File: config.mk
export PLATFORM = sky130hd
export DESIGN_NAME = rtc_core
export DESIGN_NICKNAME = d
export VERILOG_FILES = /design/src/rtc_pkg.sv /design/src/rtc_core.sv /design/src/rtc_sec_counter.sv
export SDC_FILE = /design/constraint.sdc
export NUM_CORES = 1
export LEC_CHECK = 0
export ABC_AREA = 1
export BUFFER_PORTS_ARGS = -buffer_cell sky130_fd_sc_hd__buf_4
export CAP_MARGIN = 10
export CORE_ASPECT_RATIO = 1.1
export CORE_MARGIN = 10
export CORE_UTILIZATION = 45
export CTS_CLUSTER_SIZE = 30
export DETAILED_ROUTE_END_ITERATION = 6
export PLACE_DENSITY = 0.66
export SYNTH_ARGS = -nofsm -noshare
export SYNTH_HDL_FRONTEND = slang
export SYNTH_SLANG_ARGS = --single-unit
File: constraint.sdc
create_clock -name clk -period 1.6 [get_ports clk]
set_input_delay 0.24 -clock clk [delete_from_list [all_inputs] [get_ports clk]]
set_output_delay 0.24 -clock clk [all_outputs]
set_load 0.03 [all_outputs]
File: src/rtc_pkg.sv
// package: register map, field positions, reset values and timing counts
package rtc_pkg;
  // ------------------------------------------------------------
  // register byte offsets
  // ------------------------------------------------------------
  localparam logic [7:0] OFF_SECOND = 8'h00;
  localparam logic [7:0] OFF_MINUTE = 8'h04;
  localparam logic [7:0] OFF_HOUR = 8'h08;
  localparam logic [7:0] OFF_WEEKDAY = 8'h0c;
  localparam logic [7:0] OFF_DATE = 8'h10;
  localparam logic [7:0] OFF_PAGE_CTRL = 8'h1c;
  localparam logic [7:0] OFF_RTC_RESET = 8'h20;
  // ------------------------------------------------------------
  // page control fields
  // ------------------------------------------------------------
  localparam int PG_PAGE = 0;
  localparam int PG_ALARM_EN = 2;
  localparam int PG_RUN = 3;
  localparam int PG_ADJUST = 4;
  localparam int PG_INT_EN = 7;
  localparam logic [7:0] PAGE_CTRL_RST = 8'h00;
  // ------------------------------------------------------------
  // reset register fields
  // ------------------------------------------------------------
  localparam int RR_ALARM_RST = 4;
  localparam int RR_SEC_RST = 5;
  localparam int RR_DIS16 = 6;
  localparam int RR_DIS1 = 7;
  localparam logic DIS1_RST = 1'b1;
  localparam logic DIS16_RST = 1'b1;
  // ------------------------------------------------------------
  // alarm reset values and adjust threshold
  // ------------------------------------------------------------
  localparam logic [6:0] ALM_MIN_RST = 7'h00;
  localparam logic [5:0] ALM_HOUR_RST = 6'h00;
  localparam logic [5:0] ALM_DATE_RST = 6'h01;
  localparam logic [2:0] ALM_DAY_RST = 3'h0;
  localparam logic [5:0] ADJ_HALF = 6'd30;
  // ------------------------------------------------------------
  // timing
  // ------------------------------------------------------------
  localparam int CLK_HZ = 10_000_000;
  localparam int LS_HZ = 32_768;
  localparam int LS_DIV = CLK_HZ / LS_HZ;
  localparam int LS_PER_SEC = LS_HZ;
  localparam int LS_PER_16HZ = LS_HZ / 16;
endpackage

File: src/rtc_core.sv
// rtc core: time registers, alarm page, pulse output, apb slave
`timescale 1ns/1ps
`default_nettype none
module rtc_core
  import rtc_pkg::*;
#(
  parameter int DIV = LS_DIV,
  parameter int PER_SEC = LS_PER_SEC
) (
  input wire logic clk,
  input wire logic reset,
  input wire logic psel,
  input wire logic penable,
  input wire logic pwrite,
  input wire logic [7:0] paddr,
  input wire logic [31:0] pwdata,
  output logic [31:0] prdata,
  output logic pready,
  output logic pslverr,
  output logic alarm_n,
  output logic rtc_interrupt_n,
  output logic rtc_interrupt_request
);
  typedef struct packed {
    logic [5:0] sec;
    logic [6:0] min;
    logic [4:0] hour;
    logic [2:0] wday;
    logic [4:0] date;
    logic [6:0] a_min;
    logic [5:0] a_hour;
    logic [5:0] a_date;
    logic [2:0] a_wday;
    logic page;
    logic alarm_en;
    logic run;
    logic int_en;
    logic adjust;
    logic sec_rst;
    logic dis1;
    logic dis16;
    logic matched;
    logic [31:0] rdata;
    logic ready;
    logic err;
    logic alm_n;
    logic irq_n;
    logic irq;
    logic wr_pend;
    logic wr_page;
    logic [7:0] wr_addr;
    logic [7:0] wr_data;
  } st_s;
  st_s q, d;
  logic ls_tick, tick_1hz, tick_16hz;
  logic access, event_hit, match_now;
  // ------------------------------------------------------------
  // seconds prescaler
  // ------------------------------------------------------------
  rtc_sec_counter #(.DIV(DIV), .PER_SEC(PER_SEC)) u_sec (
    .clk(clk),
    .reset(reset),
    .clr(ls_tick && q.sec_rst),
    .ls_tick(ls_tick),
    .tick_1hz(tick_1hz),
    .tick_16hz(tick_16hz)
  );
  // ------------------------------------------------------------
  // helpers
  // ------------------------------------------------------------
  function automatic logic is_off(input logic [7:0] a, input logic [7:0] o);
    is_off = (a == o);
  endfunction
  function automatic logic [7:0] wrap_inc(input logic [7:0] v,
                                          input logic [7:0] top,
                                          input logic [7:0] base);
    wrap_inc = (v >= top) ? base : v + 8'h01;
  endfunction
  assign access = psel && penable && !q.ready;
  assign match_now = (q.min == q.a_min) && ({1'b0, q.hour} == q.a_hour) &&
    ({1'b0, q.date} == q.a_date) && (q.wday == q.a_wday);
  always_comb begin
    event_hit = 1'b0;
    if (q.alarm_en) begin
      event_hit = match_now && !q.matched;
    end else if (!q.dis1 && q.dis16) begin
      event_hit = tick_1hz;
    end else if (q.dis1 && !q.dis16) begin
      event_hit = tick_16hz;
    end
  end
  // ------------------------------------------------------------
  // next state
  // ------------------------------------------------------------
  always_comb begin
    d = q;
    d.ready = 1'b0;
    d.err = 1'b0;
    // requests consumed first, so a new write in the same cycle wins
    if (tick_1hz) begin
      d.adjust = 1'b0;
    end
    if (ls_tick && q.sec_rst) begin
      d.sec_rst = 1'b0;
    end
    // apb: time and alarm writes are latched, applied on the low-speed tick
    if (access) begin
      d.ready = 1'b1;
      d.rdata = 32'h0000_0000;
      if (pwrite) begin
        if (is_off(paddr, OFF_PAGE_CTRL)) begin
          d.page = pwdata[PG_PAGE];
          d.alarm_en = pwdata[PG_ALARM_EN];
          d.run = pwdata[PG_RUN];
          d.int_en = pwdata[PG_INT_EN];
          d.adjust = d.adjust | pwdata[PG_ADJUST];
        end else if (is_off(paddr, OFF_RTC_RESET)) begin
          d.dis1 = pwdata[RR_DIS1];
          d.dis16 = pwdata[RR_DIS16];
          d.sec_rst = d.sec_rst | pwdata[RR_SEC_RST];
          if (pwdata[RR_ALARM_RST]) begin
            d.a_min = ALM_MIN_RST;
            d.a_hour = ALM_HOUR_RST;
            d.a_date = ALM_DATE_RST;
            d.a_wday = ALM_DAY_RST;
          end
        end else if (paddr <= OFF_DATE && paddr[1:0] == 2'b00) begin
          d.wr_pend = 1'b1;
          d.wr_addr = paddr;
          d.wr_page = q.page;
          d.wr_data = pwdata[7:0];
        end else begin
          d.err = 1'b1;
        end
      end else begin
        if (is_off(paddr, OFF_PAGE_CTRL)) begin
          d.rdata = {24'h0, q.int_en, 2'b00, q.adjust, q.run,
                     q.alarm_en, 1'b0, q.page};
        end else if (is_off(paddr, OFF_RTC_RESET)) begin
          d.rdata = {24'h0, q.dis1, q.dis16, q.sec_rst, 5'h00};
        end else if (is_off(paddr, OFF_SECOND)) begin
          d.rdata = q.page ? 32'h0 : {26'h0, q.sec};
        end else if (is_off(paddr, OFF_MINUTE)) begin
          d.rdata = {25'h0, q.page ? q.a_min : q.min};
        end else if (is_off(paddr, OFF_HOUR)) begin
          d.rdata = {26'h0, q.page ? q.a_hour : {1'b0, q.hour}};
        end else if (is_off(paddr, OFF_WEEKDAY)) begin
          d.rdata = {29'h0, q.page ? q.a_wday : q.wday};
        end else if (is_off(paddr, OFF_DATE)) begin
          d.rdata = {26'h0, q.page ? q.a_date : {1'b0, q.date}};
        end else begin
          d.err = 1'b1;
        end
      end
    end
    // low-speed domain work
    if (ls_tick) begin
      d.irq_n = 1'b1;
      d.alm_n = 1'b1;
      d.irq = 1'b0;
      if (q.wr_pend && !(access && pwrite)) begin
        d.wr_pend = 1'b0;
        if (q.wr_page) begin
          if (is_off(q.wr_addr, OFF_MINUTE)) d.a_min = q.wr_data[6:0];
          if (is_off(q.wr_addr, OFF_HOUR)) d.a_hour = q.wr_data[5:0];
          if (is_off(q.wr_addr, OFF_WEEKDAY)) d.a_wday = q.wr_data[2:0];
          if (is_off(q.wr_addr, OFF_DATE)) d.a_date = q.wr_data[5:0];
        end else begin
          if (is_off(q.wr_addr, OFF_SECOND)) d.sec = q.wr_data[5:0];
          if (is_off(q.wr_addr, OFF_MINUTE)) d.min = q.wr_data[6:0];
          if (is_off(q.wr_addr, OFF_HOUR)) d.hour = q.wr_data[4:0];
          if (is_off(q.wr_addr, OFF_WEEKDAY)) d.wday = q.wr_data[2:0];
          if (is_off(q.wr_addr, OFF_DATE)) d.date = q.wr_data[4:0];
        end
      end
      if (!match_now) begin
        d.matched = 1'b0;
      end
      if (event_hit && q.int_en) begin
        d.alm_n = 1'b0;
        d.irq_n = 1'b0;
        d.irq = 1'b1;
        d.matched = q.alarm_en;
      end
    end
    // seconds count-up advances the time of day
    if (tick_1hz) begin
      if (q.run) begin
        if (q.adjust && q.sec < ADJ_HALF) begin
          d.sec = 6'd0;
        end else if (q.adjust || q.sec == 6'd59) begin
          d.sec = 6'd0;
          d.min = 7'(wrap_inc({1'b0, q.min}, 8'd59, 8'd0));
          if (q.min == 7'd59) begin
            d.hour = 5'(wrap_inc({3'b0, q.hour}, 8'd23, 8'd0));
            if (q.hour == 5'd23) begin
              d.wday = 3'(wrap_inc({5'b0, q.wday}, 8'd6, 8'd0));
              d.date = 5'(wrap_inc({3'b0, q.date}, 8'd31, 8'd1));
            end
          end
        end else begin
          d.sec = q.sec + 6'd1;
        end
      end
    end
    if (access) begin
      d.ready = 1'b1;
    end
  end
  always_ff @(posedge clk) begin
    if (reset) begin
      q <= '0;
      q.page <= PAGE_CTRL_RST[PG_PAGE];
      q.dis1 <= DIS1_RST;
      q.dis16 <= DIS16_RST;
      q.a_date <= ALM_DATE_RST;
      q.date <= 5'd1;
      q.alm_n <= 1'b1;
      q.irq_n <= 1'b1;
    end else begin
      q <= d;
    end
  end
  assign prdata = q.rdata;
  assign pready = q.ready;
  assign pslverr = q.err;
  assign alarm_n = q.alm_n;
  assign rtc_interrupt_n = q.irq_n;
  assign rtc_interrupt_request = q.irq;
endmodule
`default_nettype wire

File: src/rtc_sec_counter.sv
// seconds prescaler: low-speed enable, 1 Hz and 16 Hz ticks
`timescale 1ns/1ps
`default_nettype none
module rtc_sec_counter
  import rtc_pkg::*;
#(
  parameter int DIV = LS_DIV,
  parameter int PER_SEC = LS_PER_SEC
) (
  input wire logic clk,
  input wire logic reset,
  input wire logic clr,
  output logic ls_tick,
  output logic tick_1hz,
  output logic tick_16hz
);
  typedef struct packed {
    logic [15:0] div;
    logic [15:0] cnt;
    logic ls;
    logic t1;
    logic t16;
  } sc_s;
  sc_s q, d;
  localparam int PER_16 = PER_SEC / (LS_PER_SEC / LS_PER_16HZ);
  localparam logic [15:0] MASK_16 = 16'(PER_16 - 1);
  // ------------------------------------------------------------
  // prescaler
  // ------------------------------------------------------------
  // ticks are registered together with the low-speed enable so that
  // the core sees ls_tick, tick_1hz and tick_16hz in the same cycle
  always_comb begin
    d = q;
    d.ls = 1'b0;
    d.t1 = 1'b0;
    d.t16 = 1'b0;
    if (q.div == 16'(DIV - 1)) begin
      d.div = 16'h0000;
      d.ls = 1'b1;
      if (clr) begin
        d.cnt = 16'h0000;
      end else if (q.cnt == 16'(PER_SEC - 1)) begin
        d.cnt = 16'h0000;
        d.t1 = 1'b1;
      end else begin
        d.cnt = q.cnt + 16'h0001;
      end
      if (!clr && (q.cnt & MASK_16) == MASK_16) begin
        d.t16 = 1'b1;
      end
    end else begin
      d.div = q.div + 16'h0001;
      if (clr) begin
        d.cnt = 16'h0000;
      end
    end
  end
  always_ff @(posedge clk) begin
    if (reset) begin
      q <= '0;
    end else begin
      q <= d;
    end
  end
  assign ls_tick = q.ls;
  assign tick_1hz = q.t1;
  assign tick_16hz = q.t16;
endmodule
`default_nettype wire

## Word level (Yosys, flattened, before mapping)

Cells that the tools add are included.
Widths: inputs -> output; s select.

- Add/subtract/negate cells: 7
- $lt $le $gt $ge: 6
- Bitwise logic cells: 6
- Equality and inequality tests: 21
- Mux-type cells: 81
- Reduce and logical (&&, ||, !) cells: 34

Operators by type and width:

| kind | count |
|---|---|
| $mux 48 | 2 |
| $mux 18 | 5 |
| $mux 22 | 4 |
| $mux 26 | 3 |
| $mux 6 | 11 |
| $mux 16 | 4 |
| $mux 30 | 2 |
| $mux 7 | 6 |
| $mux 20 | 2 |
| $add 16x1->16 const B | 2 |
| $eq 8x4->1 const B | 4 |
| $mux 8 | 4 |
| $mux 5 | 5 |
| $eq 8x5->1 const B | 3 |
| $mux 1 | 24 |
| $mux 3 | 8 |
| $eq 16x15->1 const B | 1 |
| $eq 16x9->1 const B | 1 |
| $eq 8x3->1 const B | 2 |
| $logic_not 8->1 | 2 |
| $logic_and 1x1->1 | 15 |
| $mux 13 | 1 |
| $eq 5x6->1 | 2 |
| $eq 11x11->1 const B | 1 |
| other kinds (28) | 41 |

- Output and inout port bits: 37
- Register bits after elaboration: 147
- Input port bits: 45
- Logic and storage cells: 188

## Logic depth before layout (Yosys ltp)

Gate-level depths: netlist (run 1).

- Word-level depth: 17
- Depth in mapped cells: 12
- Depth with buffers taken out: 12

## Hierarchy

From an unflattened synthesis (run 1), not the netlist that was laid out.

- Cell total of the unflattened synthesis: 1,075
- Area total of the unflattened synthesis: 6,996.7 um2

By module, submodules not included:

| module | times used | cells each | sequential area each (um2) | area an instance (um2) |
|---|---|---|---|---|
| rtc_core | 1 | 804 | 1,721.7 | 5,190.0 |
| rtc_sec_counter | 1 | 271 | 700.7 | 1,806.7 |

## Least setup slack after synthesis (run 1)

OpenSTA, ideal clock, no wires.

- Kind: reg-to-reg
- Start: register q (netlist bit pready)
- End: register q[98] in the netlist's numbering
- Setup slack: -79 ps
- Buffers on the path: 0
- Arrival time: 1,547 ps
- Period minus slack after synthesis: 1,679 ps
- Data required time: 1,468 ps
- Stages on the path, launching flop included: 10
- Setup time: 132 ps
- Cell sequence: dfxtp_1 > nor2_2 > nand2_2 > nand3_1 > inv_1 > nand2_2 > nor2_1 > a21oi_1 > o21ai_0 > a21oi_1

- Word-level cells in the longest chain between the ends: 12

RTL lines:

| what | RTL line | source |
|---|---|---|
| from (decl) | rtc_core.sv:54 | `st_s q, d;` |
| $logic_not 1->1 (*) | rtc_core.sv:79 | `assign access = psel && penable && !q.ready;` |
| $logic_and 1x1->1 (*) | rtc_core.sv:79 |  |
| $logic_and 1x1->1 (*) | rtc_core.sv:161 | `if (q.wr_pend && !(access && pwrite)) begin` |
| $logic_not 1->1 (*) | rtc_core.sv:161 |  |
| $logic_and 1x1->1 (*) | rtc_core.sv:161 |  |
| $mux 48 (*) | rtc_core.sv:161 |  |
| $mux 48 (*) | rtc_core.sv:157 | `if (ls_tick) begin` |
| $mux 13 | rtc_core.sv:194 | `if (q.min == 7'd59) begin` |
| $mux 20 | rtc_core.sv:191 | `end else if (q.adjust \|\| q.sec == 6'd59) begin` |
| $mux 20 | rtc_core.sv:189 | `if (q.adjust && q.sec < ADJ_HALF) begin` |
| $mux 26 | rtc_core.sv:188 | `if (q.run) begin` |
| $mux 26 (*) | rtc_core.sv:187 | `if (tick_1hz) begin` |

Mark *: on every way between the ends. The rest lies on a longest branch, timed or not.
A chain may end at the register's enable or synchronous reset.

## Worst setup path in the final report (run 1)

- Start: register q[103] in the netlist's numbering
- End: register q (netlist bit alarm_n)

- Word-level cells in the longest chain between the ends: 8

RTL lines:

| what | RTL line | source |
|---|---|---|
| $eq 7x7->1 | rtc_core.sv:80 | `assign match_now = (q.min == q.a_min) && ({1'b0, q.hour} == q.a_hour) &&` |
| $logic_and 1x1->1 (2 in a row) | rtc_core.sv:80 |  |
| $logic_and 1x1->1 | rtc_core.sv:81 | `({1'b0, q.date} == q.a_date) && (q.wday == q.a_wday);` |
| $logic_and 1x1->1 | rtc_core.sv:85 | `event_hit = match_now && !q.matched;` |
| $mux 1 | rtc_core.sv:84 | `if (q.alarm_en) begin` |
| $logic_and 1x1->1 | rtc_core.sv:179 | `if (event_hit && q.int_en) begin` |
| $mux 3 | rtc_core.sv:179 |  |

No other way between the ends.

==> results by group, run 1 <==
Route
  • Routed Antenna Nets: 0
  • Detailed router's first-iteration violation count: roughly 570
  • Vias per cell: between 5 and 6
  • Via count: 7554
  • WL per Instance: about 16 microns
  • Post-Route WL: between 20000 and 25000 microns
  • TritonRoute pass-1 iters: 5
  • DRC: 0

Final layout
  • Antenna diode count: 0
  • Nets: ~1300
  • Area delta synth->final: 38.7%
  • Share of cells above drive strength 1: between 30% and 40%
  • Non-Filler Instances: ~1400
  • Design area: 9700 sq um
  • Fill cell count: roughly 1400

Clock network
  • CTS max path bufs: 2
  • CTS buffer count: 17
  • Root buffer cell: clkbuf_16
  • Clock sink total: 121
  • Worst-Skew Late Latency: ~0.42 ns
  • CTS H-Tree Depth: 4
  • TritonCTS clock tree: yes
  • Clock Pin Slew Worst Setup and Hold Paths: ~0.06 ns

Power and ir drop
  • VDD IR max: 676 uV
  • Seq pwr share: about two fifths
  • Clock power frac: 54.9%
  • Internal Power: approximately 5.9 mW
  • Leak Pwr: approximately 4.2 nW
  • Psw: ~1.6 mW
  • Overall Power: ~7.5 mW
  • Comb power frac: roughly 4.8%
  • PwrDens: between 700 and 800 nW/um^2
  • Sw Share: between 20 and 25%

STA
  • Final Hold Violating Endpoints: 0
  • RSZ-0062 raised after global routing: true
  • Crit share post-route: 103%
  • Fin. max-slew vios: 0
  • Max Clock Skew: approximately 0.008 ns
  • Final min period: around 1.7 ns
  • Sum Neg Setup Slack: -0.240 ns
  • # setup viols final: 11
  • F_max: between 0.6 and 0.7 GHz
  • Setup WS post-layout: -0.0543 ns

Critical path
  • Crit path launch type: register
  • Crit Reg-Reg Endpoint: alarm_n$_SDFFE_PP1P_
  • R2r startpoint: q[103]$_SDFF_PP0_
  • Worst setup EP type: register
  • R2R setup slack: -0.05 ns
  • Worst setup path end: alarm_n$_SDFFE_PP1P_
  • CP dominant cell by count: nand2_1
  • Crit path cell chain: buf_4, nand2_1, o21ai_0, nor2_1, nand2_1, nor2_4, nand4_1, nand2_1, nand3_2, nand2_1, nand2_1
  • Worst Path Required: 1.91 ns
  • Length in cells of the worst reg-to-reg path: 11
  • Crit path kind: reg -> reg
  • Critical Path Source: q[103]$_SDFF_PP0_
  • CP max stage delay: 0.34 ns
  • Worst path slowest cell: dfxtp_1
  • CP max FO: 4
  • Worst Path Arrival: slightly below 2 ns

Placement
  • Pre-CTS setup slack: -0.178 ns
  • Input/output buffers: 33
  • GPL Wtd Cong: about 0.96
  • Inst Count DP: around 1400
  • HPWL Detailed: approximately 16000 microns
  • Dpl cell area: about 8300 sq um

Global routing
  • Maximum number of pins on one net before global-route repair: 56
  • Remaining Overflow, GRT: 0
  • GR Util All Layers: approximately 21%
  • Antenna violations before repair: 0
  • Global-route wire length before repair: about 35000 microns
  • Number of global-route vias before repair: between 6000 and 7000

Die
  • # rows: 47
  • Starting density of the core: between 40 and 50%
  • Die Footprint: about 21000 sq um
  • CORE AREA: roughly 15000 sq um
  • Die width: between 100 and 150 microns
  • DIE HEIGHT: 151 microns
  • I/O pins: roughly 80

Synth
  • #FFs+latches synth: approximately 120
  • Area of the mapped netlist: around 7000 sq um
  • Synth Flop Type: dfxtp_1
  • Async SR Flop Fraction: 0%
  • Largest family of logic cells by synthesized area: simple AND/OR/NAND/NOR gates
  • Mux share of post-synthesis cell area: 0%
  • Synthesized area per cell: roughly 6.7 sq um
  • Synth Area in Compound Gates: between 10% and 20%
  • Yosys Warn Count: 0
  • XOR/XNOR share of the synthesized area: 2.25%
  • Synth Area in Adders: 1.61%
  • Cell count after synthesis: between 1000 and 1500
  • Number of synthesized flops with an enable pin: 0
  • Simple-gate portion of the synthesized area: 30.8%
  • Seq/Total Area, Yosys: roughly 35%
  • Synth unique cells: 49

Status
  • Violated checks: negative setup slack
  • Status: finished, violations left

Job
  • Max Cap Violations: 0

Worst hold path
  • HP Class: in -> reg
[area by class of cell]
cell class	instances	area (sq um)	share of cell area, %
repair buffers	191	1550	16.0
clock buffers	25	495	5.11
inverters	138	529	5.45
well taps	196	245	2.53
multi-input cells	754	4300	44.3
clock inverters	7	138	1.42
flip-flops and latches	121	2450	25.2
[state kept, by name (all words and copies together) (netlist names)]
register and flops:
pready 1, prdata 8, u_sec.tick_1hz 1, pslverr 1, rtc_interrupt_request 1, u_sec.q 32
u_sec.ls_tick 1, alarm_n 1, u_sec.tick_16hz 1, q 74
[synthesized netlist by cell type (2+ instances only)]
master    number  share of area, %
buf_4         35               3.8
inv_1        129               6.9
ha_1           9               1.6
buf_2          3              0.21
nand3_1       69               4.9
o21bai_1       2              0.21
clkinv_1       3              0.16
xnor2_1        3              0.38
nand4_4        2              0.61
o21a_1         2              0.21
nand4_1       20               1.8
nor3_2         2              0.29
nor3b_1        4              0.43
dfxtp_1      121                35
o31ai_1        2              0.21
clkbuf_1      18              0.97
nor3_1        14               1.0
nand2_1      246                13
buf_6          2              0.32
a21oi_1      104               7.4
nor2_2         5              0.45
xor2_1        15               1.9
o21ai_2        3              0.38
nor2_4         3              0.48
inv_2          5              0.27
a211oi_1       3              0.32
nand2_4        2              0.32
nor4_1         7              0.63
nor3_4         2              0.47
nor2_1        81               4.3
or2_2          4              0.36
nand3b_1       3              0.32
nand2_2        4              0.36
o211ai_1      19               2.0
o21ai_1        5              0.36
o21ai_0       83               5.9
[per-layer routing]
layer  vias to the layer above  GRT usage [%]  share of wire, %
met5                         -              0                 0
met4                         0           8.77               3.2
met3                        56           4.03               5.7
met2                       245           34.3                48
met1                      3511           26.0                43
li1                       3742              -                 -
[through the flow]
| stage | util [%] | hold WS, ns |
|---|---|---|
| final | 64.0 | 0.0397 |
| after global routing | 64.0 | 0.0525 |
| after CTS | 60.8 | 0.0343 |
| after detailed placement | 54.8 | 0.444 |
| after global placement | 54.8 | 0.442 |
| after floorplan | - | 0.316 |
[worst min path at each step]
stage / from / end / slack, ns / depth (start not counted)
6_report: pwdata[7] / q[57]$_SDFFE_PP1P_ / 0.04 / 3
5_1_grt: pwdata[7] / q[57]$_SDFFE_PP1P_ / 0.05 / 3
4_1_cts: pwdata[7] / q[57]$_SDFFE_PP1P_ / 0.03 / 3
3_5_place_dp: q[14]$_SDFFE_PP0P_ / q[14]$_SDFFE_PP0P_ / 0.44 / 2
3_3_place_gp: q[13]$_SDFFE_PP0P_ / q[13]$_SDFFE_PP0P_ / 0.44 / 2
2_1_floorplan: reset / pready$_SDFF_PP0_ / 0.32 / 1
[kinds of logic after synthesis]
family                   after synthesis
AND/OR/NAND/NOR                      473
AO/OA/AOI/OAI                        228
buffers and inverters                197
flip-flops                           121
XOR/XNOR                              18
adder cells (fa/ha/maj)                9
other                                  1
[cells in the final DEF, fill, tap and decap left out, types with 3 or more instances in the layout]
cell type  netlist  routed
buf_12           0       7
clkbuf_16        0      17
ha_4             0       4
o211ai_1        19      19
a21oi_1        104      90
buf_4           35     176
buf_6            2       8
o21ai_0         83      68
dfxtp_2          0      14
o21ai_1          5      17
clkbuf_8         0       4
nand2_1        246     222
xnor2_1          3       3
dfxtp_1        121     105
nand4_1         20      20
nor3_1          14      11
o21ai_2          3       6
nor3_4           2       7
xor2_1          15      15
nand3b_1         3       3
nand2_4          2      11
nor4_1           7       5
clkbuf_1        18       4
conb_1           1      24
nand3_2          0      13
nand3_1         69      55
a21oi_2          1      15
nor2_1          81      60
nor2_4           3      17
inv_1          129     118
nand2_2          4      20
ha_1             9       3
inv_4            1       3
or2_2            4       4
inv_2            5      14
nor2_2           5      13
bufinv_16        0       4
[what timing repair did]
| action | in CTS | in global routing |
|---|---|---|
| pin swaps | 19 | 59 |
| setup buffers | 10 | 13 |
| setup endpoints to repair | 50 | 88 |
| hold buffers | 0 | 0 |
| resized for setup | 53 | 127 |
| gates cloned | 1 | 2 |
[power by group through the flow]
stage          Clock, mW  Sequential [mW]  Combinational [mW]
3_3_place_gp           0             3.10               0.336
2_1_floorplan          0             3.10               0.243
6_report            4.14             3.04               0.366
4_1_cts             4.19             3.03               0.344
3_5_place_dp           0             3.10               0.338
5_1_grt             4.31             3.04               0.395
[worst max-delay path: cells and delay by family, from the launching register on]
kind,cells,cell delay [ns]
flops,1,0.34
buf+inv,1,0.15
compound gates,1,0.13
simple gates,9,0.92
No activity file was read; power rests on OpenSTA's default activity.
==> inputs of run 2 (changes only) <==
--- a/config.mk
+++ b/config.mk
@@ -14,6 +14,7 @@
 export CTS_CLUSTER_SIZE = 30
 export DETAILED_ROUTE_END_ITERATION = 6
 export PLACE_DENSITY = 0.66
+export SETUP_SLACK_MARGIN = 0.2
 export SYNTH_ARGS = -nofsm -noshare
 export SYNTH_HDL_FRONTEND = slang
 export SYNTH_SLANG_ARGS = --single-unit
==> run 2 against run 1 <==
  * The flow still finishes with violations (negative setup slack)
  * Count of clock-buffer cells in the layout is 4 lower
  * Worst hold slack better by 0.018 ns
  * Maximum frequency is 2.1% higher
  * Non-clock buffer count is 8 higher
  * Combinational power is 20% higher
  * Clock skew is 0.00098 ns higher
  * Critical endpoint is now q[91]$_SDFF_PP0_
==> results by group, run 2 (synthesized netlist as in run 1, its figures left out) <==
Route
  • Detailed router's first-iteration violation count: between 600 and 700
  • TritonRoute pass-1 iters: 5
  • Via count: about 7900
  • Post-Route WL: 25500 microns
  • Vias per cell: 5.49
  • WL per Instance: approximately 18 microns
  • Routed Antenna Nets: 0
  • DRC: 0

Global routing
  • Number of global-route vias before repair: around 7300
  • GR Util All Layers: around 21%
  • Maximum number of pins on one net before global-route repair: 56
  • Remaining Overflow, GRT: 0
  • Antenna violations before repair: 0
  • Global-route wire length before repair: 36600 microns

Final layout
  • Design area: 10700 sq um
  • Area delta synth->final: 53.5%
  • Max FFs per register: between 70 and 80
  • Most frequent cells in the layout: nand2_1, buf_4, inv_1
  • Most flop-heavy register: q
  • Share of cells above drive strength 1: a little over two fifths
  • Leading cell type in the layout, fill and taps excluded: nand2_1
  • Nets: 1291
  • Antenna diode count: 0
  • Layout Utilization: between 70% and 80%

Clock network
  • Clock sink total: ~120
  • CTS max path bufs: 2
  • TritonCTS clock tree: yes
  • Worst-Skew Late Latency: ~0.43 ns
  • CTS H-Tree Depth: 4
  • Root buffer cell: clkbuf_16
  • Clock Pin Slew Worst Setup and Hold Paths: ~0.060 ns
  • CTS buffer count: 17

Status
  • Violated checks: negative setup slack
  • Status: finished, violations left

Critical path
  • Worst Path Arrival: just under 2 ns
  • Worst Path Required: 1.90 ns
  • Crit path launch type: register
  • R2R setup slack: -0.02 ns
  • R2r startpoint: q[107]$_SDFF_PP0_
  • Crit path kind: reg -> reg
  • Critical Path Source: q[107]$_SDFF_PP0_
  • Worst setup EP type: register
  • CP max FO: 4

STA
  • Max Clock Skew: just over 0.009 ns
  • Min Hold Slack: 0.0581 ns
  • Setup WS post-layout: -0.0204 ns
  • F_max: just over 0.6 GHz
  • Fin. max-slew vios: 0
  • Sum Neg Setup Slack: -0.0536 ns
  • RSZ-0062 raised after global routing: true
  • Final Hold Violating Endpoints: 0
  • Crit share post-route: 101%
  • # setup viols final: 5
  • Final min period: between 1.5 and 2 ns

Die
  • Starting density of the core: between 40% and 50%
  • # rows: 47
  • CORE AREA: ~15000 sq um
  • Die Footprint: 20900 sq um
  • DIE HEIGHT: approximately 150 microns
  • Die width: 139 microns
  • I/O pins: 82

Placement
  • Input/output buffers: 33
  • Pre-CTS setup slack: -0.123 ns
  • GPL Wtd Cong: approximately 0.97
  • Dpl cell area: 8300 sq um
  • HPWL Detailed: 15500 microns

Worst hold path
  • Min-delay src: pwdata[7]
  • HP Class: in -> reg

Power and ir drop
  • PwrDens: slightly above 700 nW/um^2
  • Leak Pwr: around 4.6 nW
  • VDD IR max: 706 uV

Job
  • Max Cap Violations: 0
run 2: changes by cell type in the layout (fill, tap and decap cells not counted), sizes merged, moves of 2 or more:
cell      delta
clkinvlp     +2
buf          +7
nand2        +3
clkbuf       -3
run 2: final cells by class:
class / instances / area (sq um)
Clock buffer: 21 / 440
Clock inverter: 9 / 175
Fill cell: 1160 / 4440
Inverter: 138 / 611
Multi-Input combinational cell: 758 / 4950
Sequential cell: 121 / 2500
Tap cell: 196 / 245
Timing Repair Buffer: 199 / 1790
Timing Repair inverter: 2 / 16.3
run 2: path summary, 6_finish.rpt:
kind	cells past startpoint	endpoint
max	9	q[91]$_SDFF_PP0_
min	3	q[57]$_SDFFE_PP1P_
max reg2reg	9	q[91]$_SDFF_PP0_
min reg2reg	2	q[13]$_SDFFE_PP0P_
run 2: per-stage QoR:
stage | power [mW] | cells
CTS | 7.57 | 1417
finish | 7.60 | 1444
detailed placement | 3.45 | 1349
global route | 7.79 | 1444
floorplan | 3.36 | 1070
global placement | 3.45 | 1349
run 2: timing repair:
item                                    in CTS  in global routing
endpoints found under the setup margin      98                102
setup buffers                               31                 21
hold buffers                                 0                  0
resized for setup                          200                213
gates cloned                                 7                  6
pin swaps                                   83                102
run 2: power breakdown:
| part | internal, mW | total (mW) | switching (mW) |
|---|---|---|---|
| clock network | 2.74 | 4.14 | 1.40 |
| registers | 3.01 | 3.02 | 0.0161 |
| logic | 0.144 | 0.440 | 0.296 |
run 2: routing by layer:
| layer | GRT usage [%] | up-vias | part of all wire (%) | wire length, microns |
|---|---|---|---|---|
| met5 | 0 | - | 0 | 0 |
| met4 | 11.2 | 0 | 4.9 | 1240 |
| met3 | 4.76 | 92 | 6.4 | 1620 |
| met2 | 38.1 | 327 | 51 | 12900 |
| met1 | 23.6 | 3715 | 38 | 9770 |
| li1 | - | 3789 | - | - |
run 2: critical path, stage by stage, from the launching register on:
cell and delay [ns]:
dfxtp_4 0.36, ha_4 0.12, nand3b_1 0.08, o21ai_2 0.23, nand2_2 0.15, nor2_4 0.18
buf_6 0.13, nand2_4 0.06, o211ai_1 0.11, a21oi_1 0.09
==> inputs of run 3 (changes only) <==
==> constraint.sdc (replaced) <==
create_clock -name clk -period 1.6 [get_ports clk]
set_input_delay 0.08 -clock clk [delete_from_list [all_inputs] [get_ports clk]]
set_output_delay 0.08 -clock clk [all_outputs]
set_load 0.03 [all_outputs]
==> run 3 against run 2 <==
  * The flow still finishes with violations (negative setup slack)
  * Flip-flop and latch count unchanged
  * Die area did not move
  * Sequential power hardly changed
  * Combinational power is 3% higher
  * Final cell count is 0.42% higher
  * Clock power shrank 2%
  * Non-clock buffer count is 5 higher
  * Setup slack worse by 0.039 ns
  * Count of clock-buffer cells in the layout grew 2
  * Maximum frequency down 2.3%
  * Via count up 3.0%
  * Largest power group unchanged
  * Highest routed layer unchanged
==> results by group, run 3 (synthesized netlist as in run 1, its figures left out) <==
Status
  • Status: finished, violations left
  • Violated checks: negative setup slack

Power and ir drop
  • Internal Power: 5.72 mW
  • Leak Pwr: around 4.6 nW
  • VDD IR max: 707 uV
  • Psw: 1.80 mW
  • Clock power frac: 53.7%
  • Comb power frac: 6.0%
  • Overall Power: 7.51 mW
  • Seq pwr share: 40.3%
  • Sw Share: 23.9%
  • PwrDens: 698 nW/um^2

Critical path
  • Worst Path Required: about 2.0 ns
  • Crit path launch type: register
  • CP max FO: 6
  • R2R setup slack: -0.06 ns
  • Worst setup path end: q[106]$_SDFF_PP0_
  • Crit Reg-Reg Endpoint: q[106]$_SDFF_PP0_
  • Worst Path Arrival: 2.02 ns
  • Crit path kind: reg -> reg
  • Length in cells of the worst reg-to-reg path: 10
  • Critical Path Source: u_sec.ls_tick$_SDFF_PP0_
  • R2r startpoint: u_sec.ls_tick$_SDFF_PP0_
  • Worst setup EP type: register

Global routing
  • Remaining Overflow, GRT: 0
  • GR Util All Layers: roughly 22%
  • Maximum number of pins on one net before global-route repair: 56
  • Antenna violations before repair: 0
  • Number of global-route vias before repair: about 7600
  • Global-route wire length before repair: between 30000 and 40000 microns

Final layout
  • Fill cell count: between 1000 and 1500
  • Max FFs per register: 74
  • Area delta synth->final: 53.9%
  • Leading cell type in the layout, fill and taps excluded: nand2_1
  • Share of cells above drive strength 1: between 40% and 50%
  • Layout Utilization: a little under three quarters
  • Nets: between 1000 and 1500
  • Register area: around 2500 sq um
  • Most flop-heavy register: q
  • Area of the multi-input gates: around 5000 sq um
  • Antenna diode count: 0
  • Most frequent cells in the layout: nand2_1, buf_4, inv_1

Route
  • Detailed router's first-iteration violation count: 920
  • Vias per cell: roughly 5.6
  • WL per Instance: between 15 and 20 microns
  • DRC: 0
  • Post-Route WL: between 20000 and 30000 microns
  • Routed Antenna Nets: 0
  • TritonRoute pass-1 iters: 7
  • Via count: approximately 8200

STA
  • Slew HR: between 60% and 70%
  • Sum Neg Setup Slack: -0.679 ns
  • Final Hold Violating Endpoints: 0
  • Fin. max-slew vios: 0
  • Final min period: ~1.7 ns
  • F_max: 0.603 GHz
  • Min Hold Slack: approximately 0.027 ns
  • Crit share post-route: 104%
  • Max Clock Skew: 0.00687 ns
  • Setup WS post-layout: -0.0590 ns
  • Slew @ Worst Pin: roughly 0.54 ns
  • RSZ-0062 raised after global routing: true
  • # setup viols final: 30

Clock network
  • CTS max path bufs: 2
  • CTS buffer count: 17
  • Clock Pin Slew Worst Setup and Hold Paths: around 0.060 ns
  • TritonCTS clock tree: yes
  • Worst-Skew Late Latency: around 0.43 ns
  • CTS H-Tree Depth: 4
  • Root buffer cell: clkbuf_16
  • Clock sink total: around 120

Die
  • Die width: ~140 microns
  • I/O pins: 82
  • Starting density of the core: between 40% and 50%
  • Die Footprint: 20900 sq um
  • CORE AREA: ~15000 sq um
  • DIE HEIGHT: between 150 and 200 microns
  • # rows: 47

Job
  • Max Cap Violations: 0

Placement
  • Pre-CTS setup slack: -0.102 ns
  • Input/output buffers: 33
  • GPL Wtd Cong: 0.955
  • HPWL Detailed: approximately 16000 microns

Worst hold path
  • Min-delay src: pwrite
  • Hold depth: 4
  • HP Class: in -> reg
[run 3: layer usage]
metal | global-route usage, % | wire (microns) | share of wire (%) | up-vias
li1 | - | - | - | 3796
met1 | 28.0 | 10800 | 41 | 3867
met2 | 35.8 | 12500 | 47 | 404
met3 | 5.42 | 2080 | 7.8 | 97
met4 | 10.4 | 1150 | 4.3 | 0
met5 | 0 | 0 | 0 | -
[run 3: timing repair]
action,CTS,global route
hold buffers,11,0
endpoints found under the hold margin,17,0
cloned,4,6
endpoints found under the setup margin,102,104
buffers inserted,30,22
pin swaps,93,89
gates resized for setup,243,168
[run 3: worst max-delay path: stages (launching register included)]
cell,delay (ns)
dfxtp_1,0.47
nand3_4,0.13
inv_2,0.10
nand2_4,0.07
buf_6,0.13
nor3_4,0.19
buf_6,0.18
nand2_2,0.07
nand3_2,0.08
nand2_1,0.05
nor2_1,0.10
[run 3: worst min path at each step]
stage                             end  slack [ns]
2_1_floorplan       pready$_SDFF_PP0_        0.15
3_3_place_gp       q[57]$_SDFFE_PP1P_        0.32
3_5_place_dp       q[57]$_SDFFE_PP1P_        0.32
4_1_cts        prdata[6]$_SDFFE_PP0N_        0.01
5_1_grt        prdata[7]$_SDFFE_PP0N_        0.03
6_report       prdata[6]$_SDFFE_PP0N_        0.03
[run 3: metrics by stage]
stage	area, sq um	std cells
after floorplan	7310	1070
after global placement	8240	1345
after detailed placement	8240	1345
after CTS	9920	1422
after global routing	10800	1450
final	10800	1450
[run 3: power by group through the flow]
stage,sequential (mW),clock (mW),combinational (mW)
global placement,3.10,0,0.325
global route,3.03,4.17,0.481
detailed placement,3.10,0,0.327
finish,3.02,4.04,0.452
floorplan,3.10,0,0.256
CTS,3.03,4.05,0.398
[run 3: final cells by class]
cell class,count,area share [%]
clock buffers,23,4.73
clock inverters,9,1.02
flip-flops and latches,121,23.2
multi-input cells,758,46.4
repair inverters,1,0.0698
repair buffers,204,17.1
inverters,138,5.29
well taps,196,2.28
